===== config.mk =====
export PLATFORM = sky130hd
export DESIGN_NAME = digipot_cmd_decoder
export DESIGN_NICKNAME = d
export VERILOG_FILES = /design/src/shared/digipot_pkg.sv /design/src/design/digipot_cmd_decoder.sv /design/src/design/digipot_shifter.sv
export VERILOG_INCLUDE_DIRS = /design/src /design/src/shared
export SDC_FILE = /design/constraint.sdc
export NUM_CORES = 1
export LEC_CHECK = 0
export BUFFER_PORTS_ARGS = -buffer_cell sky130_fd_sc_hd__buf_2
export CAP_MARGIN = 10
export CORE_MARGIN = 4
export CORE_UTILIZATION = 50
export CTS_CLUSTER_SIZE = 40
export DETAILED_ROUTE_END_ITERATION = 7
export PLACE_DENSITY = 0.69
export RECOVER_POWER = 100
export SETUP_SLACK_MARGIN = 0.4
export SLEW_MARGIN = 15
export SYNTH_ARGS = -nofsm -noshare
export SYNTH_HDL_FRONTEND = slang
export SYNTH_HIERARCHICAL = 1
export SYNTH_SLANG_ARGS = --single-unit

===== constraint.sdc =====
create_clock -name core_clk -period 2.1 [get_ports core_clk]
set_input_delay 0.105 -clock core_clk [delete_from_list [all_inputs] [get_ports core_clk]]
set_output_delay 0.105 -clock core_clk [all_outputs]
set_load 0.05 [all_outputs]

===== src/shared/digipot_consts.svh =====
/*
 * Constants for the digital potentiometer serial command decoder:
 * frame layout, command codes, control bit positions and reset values.
 * Assumes inclusion by bare name from the package and the modules.
 */
`ifndef DIGIPOT_CONSTS_SVH
`define DIGIPOT_CONSTS_SVH

// ****************************************
// Frame layout
// ****************************************
`define FRAME_BITS      16
`define CMD_MSB         13
`define CMD_LSB         10
`define DATA_MSB        9
`define DATA_LSB        0

// ****************************************
// Command codes
// ****************************************
`define CMD_NOP         4'h0
`define CMD_WIPER_WR    4'h1
`define CMD_WIPER_RD    4'h2
`define CMD_MIDSCALE    4'h4
`define CMD_CTRL_WR     4'h6
`define CMD_CTRL_RD     4'h7
`define CMD_SHUTDOWN    4'h8

// ****************************************
// Control bits and reset values
// ****************************************
`define CAL_DIS_POS     2
`define UNLOCK_POS      1
`define SHDN_POS        0
`define WIPER_MIDSCALE  10'h200
`define CTRL_DEFAULT    2'h0

`endif


===== src/shared/digipot_pkg.sv =====
/*
 * Types shared by the command decoder and its serial shifter.
 * Assumes the constants header is on the include path.
 */
`include "digipot_consts.svh"

package digipot_pkg;
	typedef logic [9:0]  wiper_type;
	typedef logic [15:0] frame_type;
	typedef logic [3:0]  cmd_type;
endpackage

===== src/design/digipot_cmd_decoder.sv =====
/*
 * Command decoder for a single-channel 1024-position digital
 * potentiometer: wiper register, control bits, shutdown, readback.
 * Assumes a host drives the serial pins and the analog ladder
 * consumes the tap selection and mode outputs.
 */
// Overview of operation
// - Command is frame bits 13..10; code zero changes no register, and frame 8001 hex turns the output off for the next frame.
// - Code 0001 loads data bits 9..0 into the wiper register.
// - Code 0010 sends the wiper setting out during the next frame.
// - Code 0100 reloads the wiper register with midscale.
// - Code 0110 copies data bits 2 and 1 into control bits.
// - Code 0111 sends the control bits out during the next frame.
// - Code 1000 enters shutdown if bit 0 is one, leaves it if zero.
// - Calibration disable bit: zero calibrated (default), one normal.
// - Write unlock bit: zero blocks wiper writes (default), one permits.
// - The 10-bit wiper setting selects one of 1024 taps.
// - Wiper-to-A falls and wiper-to-B rises as the code rises.
// - Locked wiper ignores writes but still takes midscale resets.
// - The wiper register starts at midscale after power-up.
// - Readback frame is 16 bits, low ten bits hold the register.
// - Rising hardware reset edge loads midscale and default control.
`timescale 1ns/1ps
`include "digipot_consts.svh"

module digipot_cmd_decoder
	import digipot_pkg::*;
(
	// Clock and reset
	input  wire logic core_clk,
	input  wire logic rst,
	// Serial pins
	input  wire logic sclk,
	input  wire logic sync_n,
	input  wire logic din,
	input  wire logic reset_pin,
	output logic      serial_data_output,
	output logic      serial_data_output_oe,
	// Ladder side
	output wiper_type wiper_setting_register,
	output logic [9:0] tap_select,
	output logic [9:0] wa_steps,
	output logic      calibration_disable_bit,
	output logic      wiper_write_unlock_bit,
	output logic      shutdown_q
);
	logic      frame_done;
	frame_type rx_word;
	frame_type tx_word_q;
	logic      sdo_bit;
	logic      sdo_hiz_q;
	logic [2:0] rpin_s;
	logic [1:0] frame_sel_s;
	cmd_type   cmd;
	wiper_type data;

	assign cmd  = rx_word[`CMD_MSB:`CMD_LSB];
	assign data = rx_word[`DATA_MSB:`DATA_LSB];

	digipot_shifter u_shifter (
		.core_clk   (core_clk),
		.rst        (rst),
		.sclk       (sclk),
		.sync_n     (sync_n),
		.din        (din),
		.tx_word    (tx_word_q),
		.frame_done (frame_done),
		.rx_word    (rx_word),
		.sdo_bit    (sdo_bit)
	);

	// ****************************************
	// Hardware reset pin edge
	// ****************************************
	always_ff @(posedge core_clk or posedge rst) begin
		if (rst) begin
			rpin_s <= 3'h7;
		end else begin
			rpin_s <= {rpin_s[1:0], reset_pin};
		end
	end

	wire rpin_rise = ~rpin_s[2] & rpin_s[1];

	// ****************************************
	// Frame select for the pin driver
	// ****************************************
	// Raw select is asynchronous; never gate the driver with it directly
	always_ff @(posedge core_clk or posedge rst) begin
		if (rst) begin
			frame_sel_s <= 2'h3;
		end else begin
			frame_sel_s <= {frame_sel_s[0], sync_n};
		end
	end

	// ****************************************
	// Wiper register
	// ****************************************
	always_ff @(posedge core_clk or posedge rst) begin
		if (rst) begin
			wiper_setting_register <= `WIPER_MIDSCALE;
		end else if (rpin_rise) begin
			wiper_setting_register <= `WIPER_MIDSCALE;
		end else if (frame_done) begin
			if (cmd == `CMD_WIPER_WR && wiper_write_unlock_bit) begin
				wiper_setting_register <= data;
			end else if (cmd == `CMD_MIDSCALE) begin
				wiper_setting_register <= `WIPER_MIDSCALE;
			end
		end
	end

	// ****************************************
	// Control bits
	// ****************************************
	// Software midscale reset also restores control defaults
	always_ff @(posedge core_clk or posedge rst) begin
		if (rst) begin
			{calibration_disable_bit, wiper_write_unlock_bit} <= `CTRL_DEFAULT;
		end else if (rpin_rise) begin
			{calibration_disable_bit, wiper_write_unlock_bit} <= `CTRL_DEFAULT;
		end else if (frame_done) begin
			if (cmd == `CMD_CTRL_WR) begin
				calibration_disable_bit <= data[`CAL_DIS_POS];
				wiper_write_unlock_bit  <= data[`UNLOCK_POS];
			end else if (cmd == `CMD_MIDSCALE) begin
				{calibration_disable_bit, wiper_write_unlock_bit} <= `CTRL_DEFAULT;
			end
		end
	end

	// ****************************************
	// Shutdown
	// ****************************************
	always_ff @(posedge core_clk or posedge rst) begin
		if (rst) begin
			shutdown_q <= 1'b0;
		end else if (frame_done && cmd == `CMD_SHUTDOWN) begin
			shutdown_q <= data[`SHDN_POS];
		end
	end

	// ****************************************
	// Readback word
	// ****************************************
	// Other frames echo the received word, as a daisy chain expects
	always_ff @(posedge core_clk or posedge rst) begin
		if (rst) begin
			tx_word_q <= 16'h0000;
			sdo_hiz_q <= 1'b0;
		end else if (frame_done) begin
			sdo_hiz_q <= (rx_word == 16'h8001);
			if (cmd == `CMD_WIPER_RD) begin
				tx_word_q <= {6'h00, wiper_setting_register};
			end else if (cmd == `CMD_CTRL_RD) begin
				tx_word_q <= {13'h0000, calibration_disable_bit,
					wiper_write_unlock_bit, 1'b0};
			end else begin
				tx_word_q <= rx_word;
			end
		end
	end

	// ****************************************
	// Pin drivers and ladder decode
	// ****************************************
	// Open drain: drive only when sending a zero
	always_ff @(posedge core_clk or posedge rst) begin
		if (rst) begin
			serial_data_output    <= 1'b0;
			serial_data_output_oe <= 1'b0;
			tap_select            <= `WIPER_MIDSCALE;
			wa_steps              <= ~`WIPER_MIDSCALE;
		end else begin
			serial_data_output    <= 1'b0;
			serial_data_output_oe <= ~sdo_bit & ~sdo_hiz_q & ~frame_sel_s[1];
			tap_select            <= wiper_setting_register;
			wa_steps              <= ~wiper_setting_register;
		end
	end
endmodule


===== src/design/digipot_shifter.sv =====
/*
 * Serial shifter: samples the host clock, frame select and data input,
 * collects one 16-bit frame and shifts out a preloaded 16-bit word.
 * Assumes host pins are asynchronous to core_clk and much slower.
 */
`timescale 1ns/1ps
`include "digipot_consts.svh"

module digipot_shifter
	import digipot_pkg::*;
(
	// Clock and reset
	input  wire logic      core_clk,
	input  wire logic      rst,
	// Host pins
	input  wire logic      sclk,
	input  wire logic      sync_n,
	input  wire logic      din,
	// Frame side
	input  wire frame_type tx_word,
	output logic           frame_done,
	output frame_type      rx_word,
	output logic           sdo_bit
);
	logic [2:0] sclk_s;
	logic [2:0] sync_s;
	logic [1:0] din_s;
	frame_type  shift_q;
	frame_type  tx_q;
	logic [4:0] count_q;

	// ****************************************
	// Pin synchronisers
	// ****************************************
	always_ff @(posedge core_clk or posedge rst) begin
		if (rst) begin
			// Host clock idles high, so no false edge after reset
			sclk_s <= 3'h7;
			sync_s <= 3'h7;
			din_s  <= 2'h0;
		end else begin
			sclk_s <= {sclk_s[1:0], sclk};
			sync_s <= {sync_s[1:0], sync_n};
			din_s  <= {din_s[0], din};
		end
	end

	wire sclk_fall = sclk_s[2] & ~sclk_s[1];
	wire sclk_rise = ~sclk_s[2] & sclk_s[1];
	wire sync_low  = ~sync_s[1];
	wire sync_end  = ~sync_s[2] & sync_s[1];

	// ****************************************
	// Shifting
	// ****************************************
	// Data in taken on falling edge, data out advanced on rising edge
	always_ff @(posedge core_clk or posedge rst) begin
		if (rst) begin
			shift_q    <= 16'h0000;
			tx_q       <= 16'h0000;
			count_q    <= 5'h00;
			frame_done <= 1'b0;
			rx_word    <= 16'h0000;
			sdo_bit    <= 1'b0;
		end else begin
			frame_done <= 1'b0;
			if (!sync_low) begin
				count_q <= 5'h00;
				tx_q    <= tx_word;
				sdo_bit <= tx_word[15];
			end else begin
				if (sclk_fall) begin
					shift_q <= {shift_q[14:0], din_s[1]};
					count_q <= count_q + 5'h01;
				end
				if (sclk_rise && count_q != 5'h00) begin
					tx_q    <= {tx_q[14:0], 1'b0};
					sdo_bit <= tx_q[14];
				end
			end
			// Frames are dropped unless the 5-bit clock count, which wraps at 32, ends at 16
			if (sync_end && count_q == 5'(`FRAME_BITS)) begin
				frame_done <= 1'b1;
				rx_word    <= shift_q;
			end
		end
	end
endmodule


# Word level (Yosys, flattened, before mapping)
# Index checks and enable logic that the tools add are counted.
[classes] addsub=1 n_eq_ne=8 muxes=20 n_bitwise=15 reduce_logical=13
[op_table] op="$mux W10" n=4
[op_table] op="$mux W16" n=2
[op_table] op="$mux W15" n=2
[op_table] op="$eq A16 B16 Y1 const B" n=1
[op_table] op="$eq A4 B3 Y1 const B" n=3
[op_table] op="$mux W1" n=10
[op_table] op="$mux W5" n=2
[op_table] op="$not A10 Y10" n=1
[op_table] op="$not A1 Y1" n=8
[op_table] op="$and A1 B1 Y1" n=6
[op_table] op="$reduce_and A2 Y1" n=3
[op_table] op="$reduce_bool A2 Y1" n=3
[op_table] op="$reduce_bool A3 Y1" n=2
[op_table] op="$add A5 B1 Y5 const B" n=1
[op_table] op="$eq A5 B5 Y1 const B" n=1
[op_table] op="$reduce_bool A5 Y1" n=1
[op_table] op="$eq A4 B1 Y1 const B" n=1
[op_table] op="$eq A4 B2 Y1 const B" n=1
[op_table] op="$eq A4 B4 Y1 const B" n=1
[op_table] op="$logic_and A1 B1 Y1" n=4
[totals] reg_bits=118 input_bits=6 out_inout_bits=35

# Depth between registers and ports, before layout
# Gate-level depths: netlist (run 1).
[depth] ltp_word=5 depth_mapped=7 mapped_depth_nobuf=5

# By module
# Netlist (run 1), hierarchy kept.
[by_module_without_submodules] module="digipot_shifter" instances=1 cells_each=197 area_per_inst_um2=2542.4
[by_module_without_submodules] module="digipot_cmd_decoder" instances=1 cells_each=215 area_per_inst_um2=2312.2

# Worst setup path before layout (run 1)
# No wires, ideal clock.
[synth_timing] kind="reg-to-reg" start="reg u_shifter.count_q[0]" end="reg u_shifter.rx_word[0]" setup_time_ps=125 arrival_time_ps=1660 required_time_ps=1975 path_slack_ps=315 path_stages_with_launch=7 path_buffers=1 path_cell_list="dfrtp_1 > inv_1 > ha_1 > nand4b_1 > nor3_2 > buf_4 > mux2_2"
[synth_between] elab_chain_cells=2
[synth_rtl] item="start: declaration" line_no="digipot_shifter.sv:30" text="logic [4:0] count_q;"
[synth_rtl] item="start signal: assignment" line_no="digipot_shifter.sv:74" text="count_q <= count_q + 5'h01;"
[synth_rtl] item="$eq A5 B5 Y1" line_no="digipot_shifter.sv:82" text="if (sync_end && count_q == 5'(`FRAME_BITS)) begin"
[synth_rtl] item="$logic_and A1 B1 Y1" line_no="digipot_shifter.sv:82"
[synth_rtl] item="end signal: assignment" line_no="digipot_shifter.sv:84" text="rx_word <= shift_q;"
[synth_rtl] item="end: declaration" line_no="digipot_shifter.sv:22" text="output frame_type rx_word,"
# Every way passes these cells.
# A chain may end at the register's enable or synchronous reset.

# Worst setup path in the final report (run 1)
[layout_timing] start="reg u_shifter.count_q[1]" end="reg u_shifter.rx_word[8]"
# The elaborated chain is that of the path after synthesis.

==> results of run 1 <==
worst register-to-register path, delay by kind of cell, from the launching register on:
kind          cells  cell delay (ns)
simple gates      2             0.45
mux               1             0.35
flops             1             0.41
fa+ha+maj         1             0.17
buf+inv           3             0.36
cells in the mapped netlist, drive strengths merged, types with 2 or more instances:
cell and count:
buf 14, or4b 3, o21a 2, a21boi 2, nor4 2, clkbuf 12, nand4b 2, dfstp 22
nand2b 7, dfrtp 96, o32ai 2, o21ai 27, nand4 2, nor2b 22, ha 2, xor2 2
inv 20, mux2 38, nor4b 2, a31oi 32, nand3b 2, nor2 17, nand2 23, nand3 22
nor4bb 3, nor3 2, o22ai 4, a21oi 19
metrics by stage:
stage                     utilization  hold WS (ns)  total power, mW  instances  instance area [um^2]
after global placement         0.5572        0.1265            2.779        567                  5197
final                          0.6359        0.2306            5.697        612                  5932
after floorplan                     -        0.1095            2.715        412                  4867
after global routing           0.6359        0.2243            5.901        612                  5932
after detailed placement       0.5572        0.1242            2.794        567                  5197
after CTS                      0.6315        0.1242            5.743        606                  5891
state kept, by name (all words and copies together), names as in the netlist, 2 cells and up:
signal                  cells
wa_steps                   10
u_shifter/tx_q             15
rpin_s                      3
u_shifter/sync_s            3
u_shifter/rx_word          16
tap_select                 10
u_shifter/sclk_s            3
u_shifter/shift_q          16
u_shifter/din_s             2
wiper_setting_register     10
u_shifter/count_q           5
tx_word_q                  16
frame_sel_s                 2
report_power, final:
part           internal (mW)  switching (mW)
clock network           1.95           0.963
registers               2.40          0.0720
logic                  0.133           0.178
routing by layer:
layer | vias up | track usage
met3 | 13 | 0.05464
met5 | - | 0
met2 | 102 | 0.3109
met1 | 1681 | 0.2738
li1 | 1564 | -
met4 | 0 | 0.08128
timing repair:
action                                  in CTS  in global routing
hold endpoints to repair                    68                  0
hold buffers                                 5                  0
setup buffers                                2                  3
resized for setup                            6                 13
gates cloned                                 0                  3
endpoints found under the setup margin      48                 66
worst max path at each step:
stage          slack (ns)                   end  depth (start not counted)
3_5_place_dp         0.07     u_shifter/tx_q[5]                          5
4_1_cts              0.34    u_shifter/tx_q[12]                          5
5_1_grt              0.18  u_shifter/rx_word[8]                          7
2_1_floorplan        0.42  u_shifter/rx_word[0]                          6
6_report             0.24  u_shifter/rx_word[8]                          7
3_3_place_gp         0.18     u_shifter/tx_q[5]                          5
final cells by class:
type | count | area [um^2] | area share
clock buffers | 23 | 446.7 | 0.07530
clock inverters | 9 | 150.1 | 0.02531
inverters | 20 | 75.07 | 0.01266
multi-input cells | 248 | 1695 | 0.2858
flip-flops and latches | 118 | 2980 | 0.5024
well taps | 129 | 161.4 | 0.02721
repair buffers | 65 | 422.9 | 0.07129
kinds of logic (layout without fill, tap and decap cells):
group	after synthesis	in the layout	synth area share
adders and majority gates	2	2	0.005154
other	1	1	0.0007725
AOI/OAI and AO/OA	89	89	0.1054
xor gates and xnor gates	3	3	0.005413
and+or+nand+nor	114	114	0.1363
DFF	118	118	0.6139
muxes	39	39	0.09021
buffers and inverters	46	117	0.04278
==> summary.txt, run 1 <==
Run status
  – Outcome: finished, final reports clean

Routing
  – Routed wire length on met2: 5.391 mm
  – Vias post-DR: 3360
  – Met1 wire length: 4.789 mm
  – Aggregate routed wire length: 10.80 mm
  – Initial drt markers: 243
  – Post-DR wirelength/cell: 17.64 um
  – # DRC: 0
  – Pre-antenna DRT Iters: 5
  – Vias per cell: 5.490
  – DRT antenna net count: 0
  – Met3 WL: 487 um
  – Max Used Layer: met4

CTS
  – CTS Root Cell: clkbuf_8
  – Cts bufs inserted: 17
  – Clock tree from TritonCTS: done
  – Clock Latency Late Sink: 0.52 ns
  – Clk buf depth: 2
  – H-tree level count: 4
  – Clk sinks: 118
  – Worst-path clk slew: 0.06 ns

Hold path
  – Hold crit path type: primary input to asynchronous set/reset pin

STA
  – Max Fclk: 0.5377 GHz
  – Worst setup margin: 0.2403 ns
  – RSZ-0062 raised after global routing: yes
  – Sum Neg Setup Slack: 0 ns
  – Crit share post-route: 0.8856
  – Rel. slew slack: 0.2758
  – Worst Tran Pin Value: 1.085 ns
  – Clock skew: 0.007169 ns
  – Final Hold Vio Count: 0
  – Post-layout min period: 1.860 ns
  – Final setup fails: 0
  – Fin. max-slew vios: 0

Layout
  – P&R area growth vs syn: 22.19%
  – Commonest cells after routing, fill and taps aside: dfrtp_1, clkbuf_1, a31oi_1, mux2_2, o21ai_0
  – Fill cells: 736
  – Commonest non-fill, non-tap cell in the layout: dfrtp_1
  – Share of layout cells above drive strength 1: 0.2340
  – Layout net count: 478
  – Antenna fix cells: 0

Global route
  – Vias in the first global route: 3377
  – Largest net degree at the start of global routing: 42
  – All-layer global routing usage: 0.2021
  – Antenna violations before repair: 0
  – First-pass GRT wire length: 17.57 mm
  – Total global routing overflow: 0

Setup path
  – Critical path capture point type: register
  – Critical path, cell by cell: inv_1 > ha_1 > nand4b_1 > nor3_1 > buf_12 > buf_12 > mux2_1
  – Crit-path max FO: 5
  – Critical Path Source: u_shifter/count_q[1]
  – Type of origin of the critical path: register
  – Worst path most repeated cell: buf_12
  – Launch point of the worst reg-to-reg path: u_shifter/count_q[1]
  – R2R Path End: u_shifter/rx_word[8]
  – Crit path DAT: 2.25 ns
  – CP required: 2.49 ns
  – Crit-path slowest cell: dfrtp_1
  – Delay-heaviest family, CP: simple AND/OR/NAND/NOR gates
  – Critical setup path kind: register to register
  – Worst r2r path cells: 7
  – Buf/Inv on CP: 3
  – Slowest cell delay on critical path: 0.41 ns
  – R2r setup slk: 0.24 ns

Logic synthesis
  – Post-synth top area share: 0.4948
  – Post-synth EDFFs: 0
  – Syn Inst Count: 412
  – Synth cell types: 43
  – Net Count, Synth: 420
  – Main synth FF type: dfrtp_1
  – Synth warnings: 6
  – Sequential area share after synthesis: 0.6139
  – Post-Syn Area per Cell: 11.78 um^2
  – Post-synthesis cell area: 0.004855 mm^2
  – Synth area leader: dfrtp_1
  – Yosys reg bits: 118
  – Async SR Flop Fraction: 1.000
  – Top cells by area, synth: dfrtp_1, dfstp_2, mux2_2

Placement
  – HPWL reported at the end of detailed placement: 6.557 mm
  – PortBufs: 39
  – Gpl congestion: 0.8004
  – Setup WS pre-CTS: 0.07262 ns

Power and ir drop
  – Worst vdd ir: 631.2 uV
  – Pwr dens: 960.3 mW/mm^2
  – Reported leakage power: 2.581 nW

Floorplanning
  – Die ar.: 0.01135 mm^2
  – Initial Util: 0.5205
  – Die Height: 106.5 um
  – Num ports: 41
  – Core Region: 0.009328 mm^2
  – Die X: 106.5 um
  – Num rows: 35

Job
  – Max-Cap Viols: 0
(Power assumes the default switching activity.)
==> run 2, diff against run 1 <==
Settings changed: ABC_AREA from default to 1, CORE_MARGIN 4 to 2.
==> run 2 against run 1 <==
Compared with the run above: setup slack better by 0.16 ns; critical path type unchanged; final area fell by 3.1%; clock power shrank 6%.
==> summary.txt, run 2 <==
Routing
  – Aggregate routed wire length: 9.887 mm (was 10.80 mm)
  – Vias post-DR: 3650 (was 3360)
  – Vias per cell: 4.973 (was 5.490)
  – DRT antenna net count: 0 (unchanged)
  – # DRC: 0 (unchanged)
  – Pre-antenna DRT Iters: 4 (was 5)
  – Post-DR wirelength/cell: 13.47 um (was 17.64 um)
  – Initial drt markers: 218 (was 243)

Global route
  – Largest net degree at the start of global routing: 47 (was 42)
  – First-pass GRT wire length: 16.82 mm (was 17.57 mm)
  – Vias in the first global route: 3506 (was 3377)
  – All-layer global routing usage: 0.2088 (was 0.2021)
  – Antenna violations before repair: 0 (unchanged)
  – Total global routing overflow: 0 (unchanged)

STA
  – RSZ-0062 raised after global routing: no (was yes)
  – Crit share post-route: 0.8087 (was 0.8856)
  – Final setup fails: 0 (unchanged)
  – Rel. slew slack: 0.2222 (was 0.2758)
  – Worst setup margin: 0.4017 ns (was 0.2403 ns)
  – Fin. max-slew vios: 0 (unchanged)
  – Sum Neg Setup Slack: 0 ns (unchanged)
  – Final Hold Vio Count: 0 (unchanged)
  – Clock skew: 0.007986 ns (was 0.007169 ns)
  – Post-layout min period: 1.698 ns (was 1.860 ns)
  – Worst Tran Pin Value: 1.165 ns (was 1.085 ns)
  – Max Fclk: 0.5888 GHz (was 0.5377 GHz)

Floorplanning
  – Die ar.: 0.01067 mm^2 (was 0.01135 mm^2)
  – Num ports: 41 (unchanged)
  – Initial Util: 0.5089 (was 0.5205)
  – Core Region: 0.009684 mm^2 (was 0.009328 mm^2)
  – Num rows: 36 (was 35)
  – Die Height: 103.3 um (was 106.5 um)
  – Die X: 103.3 um (was 106.5 um)

Layout
  – Layout net count: 596 (was 478)
  – Share of layout cells above drive strength 1: 0.1231 (was 0.2340)
  – Largest regs: tx_word_q (16), u_shifter/rx_word (16), u_shifter/shift_q (16) (unchanged)
  – Commonest cells after routing, fill and taps aside: nand2_1, dfrtp_1, nand3_1 (was dfrtp_1, clkbuf_1, a31oi_1, mux2_2, o21ai_0)
  – Fill cells: 831 (was 736)
  – P&R area growth vs syn: 16.63% (was 22.19%)
  – Post-route cell area: 0.005748 mm^2 (was 0.005932 mm^2)
  – Commonest non-fill, non-tap cell in the layout: nand2_1 (was dfrtp_1)
  – Antenna fix cells: 0 (unchanged)

Logic synthesis
  – Post-Syn Area per Cell: 9.127 um^2 (was 11.78 um^2)
  – Main synth FF type: dfrtp_1 (unchanged)
  – Synth warnings: 6 (unchanged)
  – Post-synthesis cell area: 0.004928 mm^2 (was 0.004855 mm^2)
  – Synth area leader: dfrtp_1 (unchanged)
  – Synth top cells by count: nand2_1, dfrtp_1, nand3_1, inv_1 (was dfrtp_1, mux2_2, a31oi_1, o21ai_0, nand2_1)
  – Post-synth top area share: 0.4874 (was 0.4948)
  – Sequential area share after synthesis: 0.6047 (was 0.6139)
  – Top cells by area, synth: dfrtp_1, nand2_1, dfstp_2 (was dfrtp_1, dfstp_2, mux2_2)
  – Synth cell types: 27 (was 43)
  – Most frequent cell after synthesis: nand2_1 (was dfrtp_1)
  – Net Count, Synth: 548 (was 420)
  – Yosys reg bits: 118 (unchanged)
  – Post-synth EDFFs: 0 (unchanged)
  – Async SR Flop Fraction: 1.000 (unchanged)
  – Syn Inst Count: 540 (was 412)

CTS
  – Post-cts resize count: 0 (was 6)
  – Clock Latency Late Sink: 0.50 ns (was 0.52 ns)
  – H-tree level count: 4 (unchanged)
  – Clk sinks: 118 (unchanged)
  – Cts bufs inserted: 17 (unchanged)
  – CTS Root Cell: clkbuf_8 (unchanged)
  – Clock tree from TritonCTS: done (unchanged)
  – Clk buf depth: 2 (unchanged)
  – Worst-path clk slew: 0.06 ns (about the same)

Placement
  – HPWL reported at the end of detailed placement: 6.344 mm (was 6.557 mm)
  – Setup WS pre-CTS: 0.6156 ns (was 0.07262 ns)
  – Placed Area: 0.005199 mm^2 (was 0.005197 mm^2)
  – PortBufs: 39 (unchanged)
  – Gpl congestion: 0.8113 (was 0.8004)

Setup path
  – CP required: 2.49 ns (about the same)
  – Launch point of the worst reg-to-reg path: u_shifter/count_q[0] (was u_shifter/count_q[1])
  – R2r setup slk: 0.40 ns (was 0.24 ns)
  – Crit-path max FO: 17 (was 5)
  – Type of origin of the critical path: register (unchanged)
  – Crit path to: u_shifter/sdo_bit (was u_shifter/rx_word[8])
  – Critical setup path kind: register to register (unchanged)
  – Worst r2r path cells: 7 (unchanged)
  – Crit path DAT: 2.09 ns (was 2.25 ns)
  – Critical Path Source: u_shifter/count_q[0] (was u_shifter/count_q[1])
  – Critical path capture point type: register (unchanged)
  – R2R Path End: u_shifter/sdo_bit (was u_shifter/rx_word[8])

Power and ir drop
  – PnR Total Power: 5.356 mW (was 5.697 mW)
  – Reported leakage power: 2.958 nW (was 2.581 nW)
  – Worst vdd ir: 529.5 uV (was 631.2 uV)
  – Pwr dens: 931.7 mW/mm^2 (was 960.3 mW/mm^2)

Run status
  – Outcome: finished, final reports clean (unchanged)

Hold path
  – Worst hold path cell count: 2
  – Hold Crit Start: sync_n
  – Hold crit path type: primary input to register (was primary input to asynchronous set/reset pin)

Job
  – Max-Cap Viols: 0 (unchanged)
run 2: changes by cell type after synthesis, moves of 7 or more:
cell	before	now
mux2_2	38	0
nand2_1	23	236
a21oi_1	19	0
clkbuf_1	12	3
nand3_1	22	45
a31oi_1	32	0
nor2b_1	22	0
inv_1	20	37
nand2b_1	7	0
nand4_1	2	15
run 2: per-stage QoR:
| step | hold WS (ns) | utilization | std cells |
|---|---|---|---|
| floorplan | 0.1095 | - | 540 |
| global placement | 0.1249 | 0.5368 | 697 |
| detailed placement | 0.1293 | 0.5368 | 697 |
| CTS | 0.1416 | 0.6013 | 734 |
| global route | 0.2057 | 0.5935 | 734 |
| finish | 0.2356 | 0.5935 | 734 |
run 2: cells by family after synthesis:
kind of cell,share of synthesized area
adders and majority gates,0.005077
other,0.0007609
DFF,0.6047
and+or+nand+nor,0.2986
AOI/OAI and AO/OA,0.02843
buffers and inverters,0.06245
run 2: power by group:
group	internal (mW)	total [mW]	switching, mW
Clock	1.74	2.74	0.995
Sequential	2.35	2.39	0.0391
Combinational	0.0511	0.226	0.175
Total	4.15	5.36	1.21
run 2: worst min-delay path by stage:
stage	end	slack [ns]
floorplan	frame_sel_s[0]	0.11
global placement	u_shifter/tx_q[10]	0.12
detailed placement	u_shifter/tx_q[10]	0.13
CTS	u_shifter/tx_q[3]	0.14
global route	u_shifter/din_s[0]	0.21
finish	frame_sel_s[0]	0.24
run 2: layout make-up:
type | count | area, um^2 | share of cell area
clock buffers | 20 | 445.4 | 0.07749
clock inverters | 12 | 128.9 | 0.02242
inverters | 41 | 153.9 | 0.02677
multi-input cells | 361 | 1610 | 0.2801
flip-flops and latches | 118 | 2980 | 0.5185
well taps | 133 | 166.4 | 0.02895
repair buffers | 49 | 262.8 | 0.04571
run 2: routing by layer:
metal / global-route usage / share of wire / vias to the layer above
met2: 0.3332 / 0.49 / 96
met4: 0.08806 / 0.018 / 0
met5: 0 / 0 / -
li1: - / - / 1794
met1: 0.2721 / 0.45 / 1743
met3: 0.05578 / 0.041 / 17
run 2: timing repair:
| item | in CTS | in global routing |
|---|---|---|
| hold buffers | 5 | 0 |
| hold endpoints to repair | 79 | 0 |
| setup buffers | 0 | 0 |
| setup endpoints to repair | 0 | 0 |
run 2: worst max-delay path, cell delays in order, from the launching register on:
cell     delay [ns]
dfrtp_1        0.39
inv_1          0.09
ha_1           0.23
nand3_2        0.11
nand2_4        0.18
nand2_1        0.33
nand2_1        0.17
nand2_1        0.07
==> run 3, diff against run 2 <==
Clock period 2.1 ns to 1.6 ns, I/O delays scaled along.
==> run 3 against run 2 <==
Compared with the run above: count of clock-buffer cells in the layout rose by 1; non-clock buffer count is 49 higher; critical path depth fell by 6; critical path type is now register to output pin; largest cell class unchanged.
==> summary.txt, run 3 (synthesis results as in run 2) <==
Run status
  – Outcome: finished, final reports clean (unchanged)

Setup path
  – Critical path capture point type: output pin (was register)
  – Crit path DAT: 1.36 ns (was 2.09 ns)
  – Critical setup path kind: register to output pin (was register to register)
  – R2R Path End: wiper_setting_register[0] (was u_shifter/sdo_bit)
  – Worst r2r path cells: 7 (unchanged)
  – Slowest cell delay on critical path: 0.54 ns (was 0.39 ns)
  – R2r setup slk: 0.16 ns (was 0.40 ns)
  – CP required: 1.52 ns (was 2.49 ns)
  – Type of origin of the critical path: register (unchanged)
  – Buf/Inv on CP: 1 (unchanged)
  – Crit-path slowest cell: dfstp_1 (was dfrtp_1)
  – Delay-heaviest family, CP: flip-flops (was simple AND/OR/NAND/NOR gates)
  – Critical path, cell by cell: clkbuf_2 (was inv_1 > ha_1 > nand3_2 > nand2_4 > nand2_1 > nand2_1 > nand2_1)
  – Launch point of the worst reg-to-reg path: u_shifter/rx_word[12] (was u_shifter/count_q[0])
  – Crit-path max FO: 2 (was 17)

Floorplanning
  – Num rows: 36 (unchanged)
  – Die X: 103.3 um (unchanged)
  – Die ar.: 0.01067 mm^2 (unchanged)
  – Num ports: 41 (unchanged)
  – Core Region: 0.009684 mm^2 (unchanged)
  – Die Height: 103.3 um (unchanged)
  – Initial Util: 0.5089 (unchanged)

CTS
  – CTS Root Cell: clkbuf_8 (unchanged)
  – H-tree level count: 4 (unchanged)
  – Clock tree from TritonCTS: done (unchanged)
  – Clk sinks: 118 (unchanged)
  – Worst-path clk slew: 0.06 ns (about the same)
  – Clock Latency Late Sink: 0.53 ns (was 0.50 ns)
  – Clk buf depth: 2 (unchanged)
  – Cts bufs inserted: 17 (unchanged)

Routing
  – Vias post-DR: 4305 (was 3650)
  – Post-DR wirelength/cell: 17.40 um (was 13.47 um)
  – Vias per cell: 5.442 (was 4.973)
  – DRT antenna net count: 0 (unchanged)
  – Pre-antenna DRT Iters: 5 (was 4)
  – Aggregate routed wire length: 13.76 mm (was 9.887 mm)
  – Initial drt markers: 296 (was 218)
  – # DRC: 0 (unchanged)

Hold path
  – Worst hold path cell count: 2 (unchanged)
  – Hold crit path type: primary input to register (unchanged)
  – Hold Crit Start: reset_pin (was sync_n)
  – WHS Endpoint: rpin_s[0] (was frame_sel_s[0])

Global route
  – All-layer global routing usage: 0.2486 (was 0.2088)
  – Largest net degree at the start of global routing: 38 (was 47)
  – Total global routing overflow: 0 (unchanged)
  – Antenna violations before repair: 0 (unchanged)
  – First-pass GRT wire length: 19.94 mm (was 16.82 mm)
  – Vias in the first global route: 4148 (was 3506)

Placement
  – Gpl congestion: 0.8246 (was 0.8113)
  – Placed cell count: 701 (was 697)
  – Placed Area: 0.005265 mm^2 (was 0.005199 mm^2)
  – PortBufs: 39 (unchanged)
  – HPWL reported at the end of detailed placement: 6.842 mm (was 6.344 mm)

Layout
  – Layout net count: 653 (was 596)
  – Post-route cell area: 0.006887 mm^2 (was 0.005748 mm^2)
  – Largest regs: tx_word_q (16), u_shifter/rx_word (16), u_shifter/shift_q (16) (unchanged)
  – Commonest non-fill, non-tap cell in the layout: nand2_1 (unchanged)
  – P&R area growth vs syn: 39.73% (was 16.63%)
  – Share of layout cells above drive strength 1: 0.3875 (was 0.1231)
  – Antenna fix cells: 0 (unchanged)
  – Layout Cells excl Fill: 791 (was 734)
  – Commonest cells after routing, fill and taps aside: nand2_1, dfrtp_1, nand2_2 (was nand2_1, dfrtp_1, nand3_1)

Power and ir drop
  – Reg power frac: 0.418 (was 0.447)
  – Pwr dens: 1093 mW/mm^2 (was 931.7 mW/mm^2)
  – Worst vdd ir: 747.0 uV (was 529.5 uV)
  – Switching share of power: 0.2356 (was 0.2256)
  – Reported leakage power: 3.441 nW (was 2.958 nW)
  – Net Switching: 1.774 mW (was 1.208 mW)
  – Clk network pwr share: 0.516 (was 0.511)
  – Internal: 5.754 mW (was 4.147 mW)
  – Logic pwr share: 0.066 (was 0.042)

STA
  – Rel. slew slack: 0.2644 (was 0.2222)
  – Worst Tran Pin Value: 1.097 ns (was 1.165 ns)
  – Clock skew: 0.009630 ns (was 0.007986 ns)
  – Sum Neg Setup Slack: 0 ns (unchanged)
  – Fin. max-slew vios: 0 (unchanged)
  – Final Hold Vio Count: 0 (unchanged)
  – Crit share post-route: 0.9005
  – RSZ-0062 raised after global routing: yes (was no)
  – Max Fclk: 0.6940 GHz
  – Post-layout min period: 1.441 ns
  – Final setup fails: 0 (unchanged)

Job
  – Max-Cap Viols: 0 (unchanged)
[run 3: repair_timing]
item / CTS / global route
cloned: 4 / 8
setup endpoints to repair: 104 / 100
gates resized for setup: 114 / 144
hold buffers: 5 / 0
pin swaps: 23 / 37
setup buffers: 35 / 6
endpoints found under the hold margin: 103 / 0
[run 3: layout make-up]
| class | count | area [um^2] |
|---|---|---|
| flip-flops and latches | 118 | 2983 |
| fillers | 671 | 2798 |
| multi-input cells | 366 | 2115 |
| repair buffers | 98 | 795.8 |
| clock buffers | 21 | 459.2 |
| inverters | 41 | 195.2 |
| well taps | 133 | 166.4 |
| clock inverters | 11 | 148.9 |
| repair inverters | 3 | 23.77 |
[run 3: through the flow]
stage | hold WS, ns | utilization | total power, mW | worst slack (ns)
detailed placement | 0.1326 | 0.5437 | 3.518 | 0.1228
global route | 0.1919 | 0.7111 | 7.739 | 0.1167
global placement | 0.1252 | 0.5437 | 3.504 | 0.2012
CTS | 0.1367 | 0.6879 | 7.455 | 0.2797
finish | 0.1801 | 0.7111 | 7.528 | 0.1591
floorplan | 0.08448 | - | 3.426 | 0.3055
[run 3: layer usage]
metal,GRT usage,vias up,routed length (um)
met5,0,-,0
met4,0.09413,0,422
met3,0.05242,50,708
met2,0.4301,188,7160
met1,0.3083,2142,5473
li1,-,1925,-
[run 3: how the worst max path moves through the flow]
stage | from | cells after the start | slack, ns | end
floorplan | u_shifter/sync_s[1] | 7 | 0.31 | u_shifter/rx_word[1]
global placement | u_shifter/rx_word[10] | 6 | 0.20 | tx_word_q[1]
detailed placement | u_shifter/rx_word[10] | 6 | 0.12 | tx_word_q[1]
CTS | wiper_setting_register[9] | 1 | 0.28 | wiper_setting_register[9]
global route | u_shifter/rx_word[12] | 7 | 0.12 | wiper_setting_register[0]
finish | wiper_setting_register[9] | 1 | 0.16 | wiper_setting_register[9]
[run 3: worst register-to-register path, stage by stage (launching register included)]
cell and delay [ns]:
dfrtp_1 0.39, buf_6 0.13, nor2_2 0.24, nand3_2 0.13
nand3_2 0.17, nand2_4 0.12, nand2_2 0.10, nand2_2 0.05
[run 3: power groups by stage]
stage / Clock, mW / Combinational (mW) / Sequential [mW]
3_3_place_gp: 0 / 0.313 / 3.19
4_1_cts: 3.88 / 0.428 / 3.14
5_1_grt: 4.05 / 0.534 / 3.16
2_1_floorplan: 0 / 0.188 / 3.24
6_report: 3.88 / 0.496 / 3.15
3_5_place_dp: 0 / 0.324 / 3.19
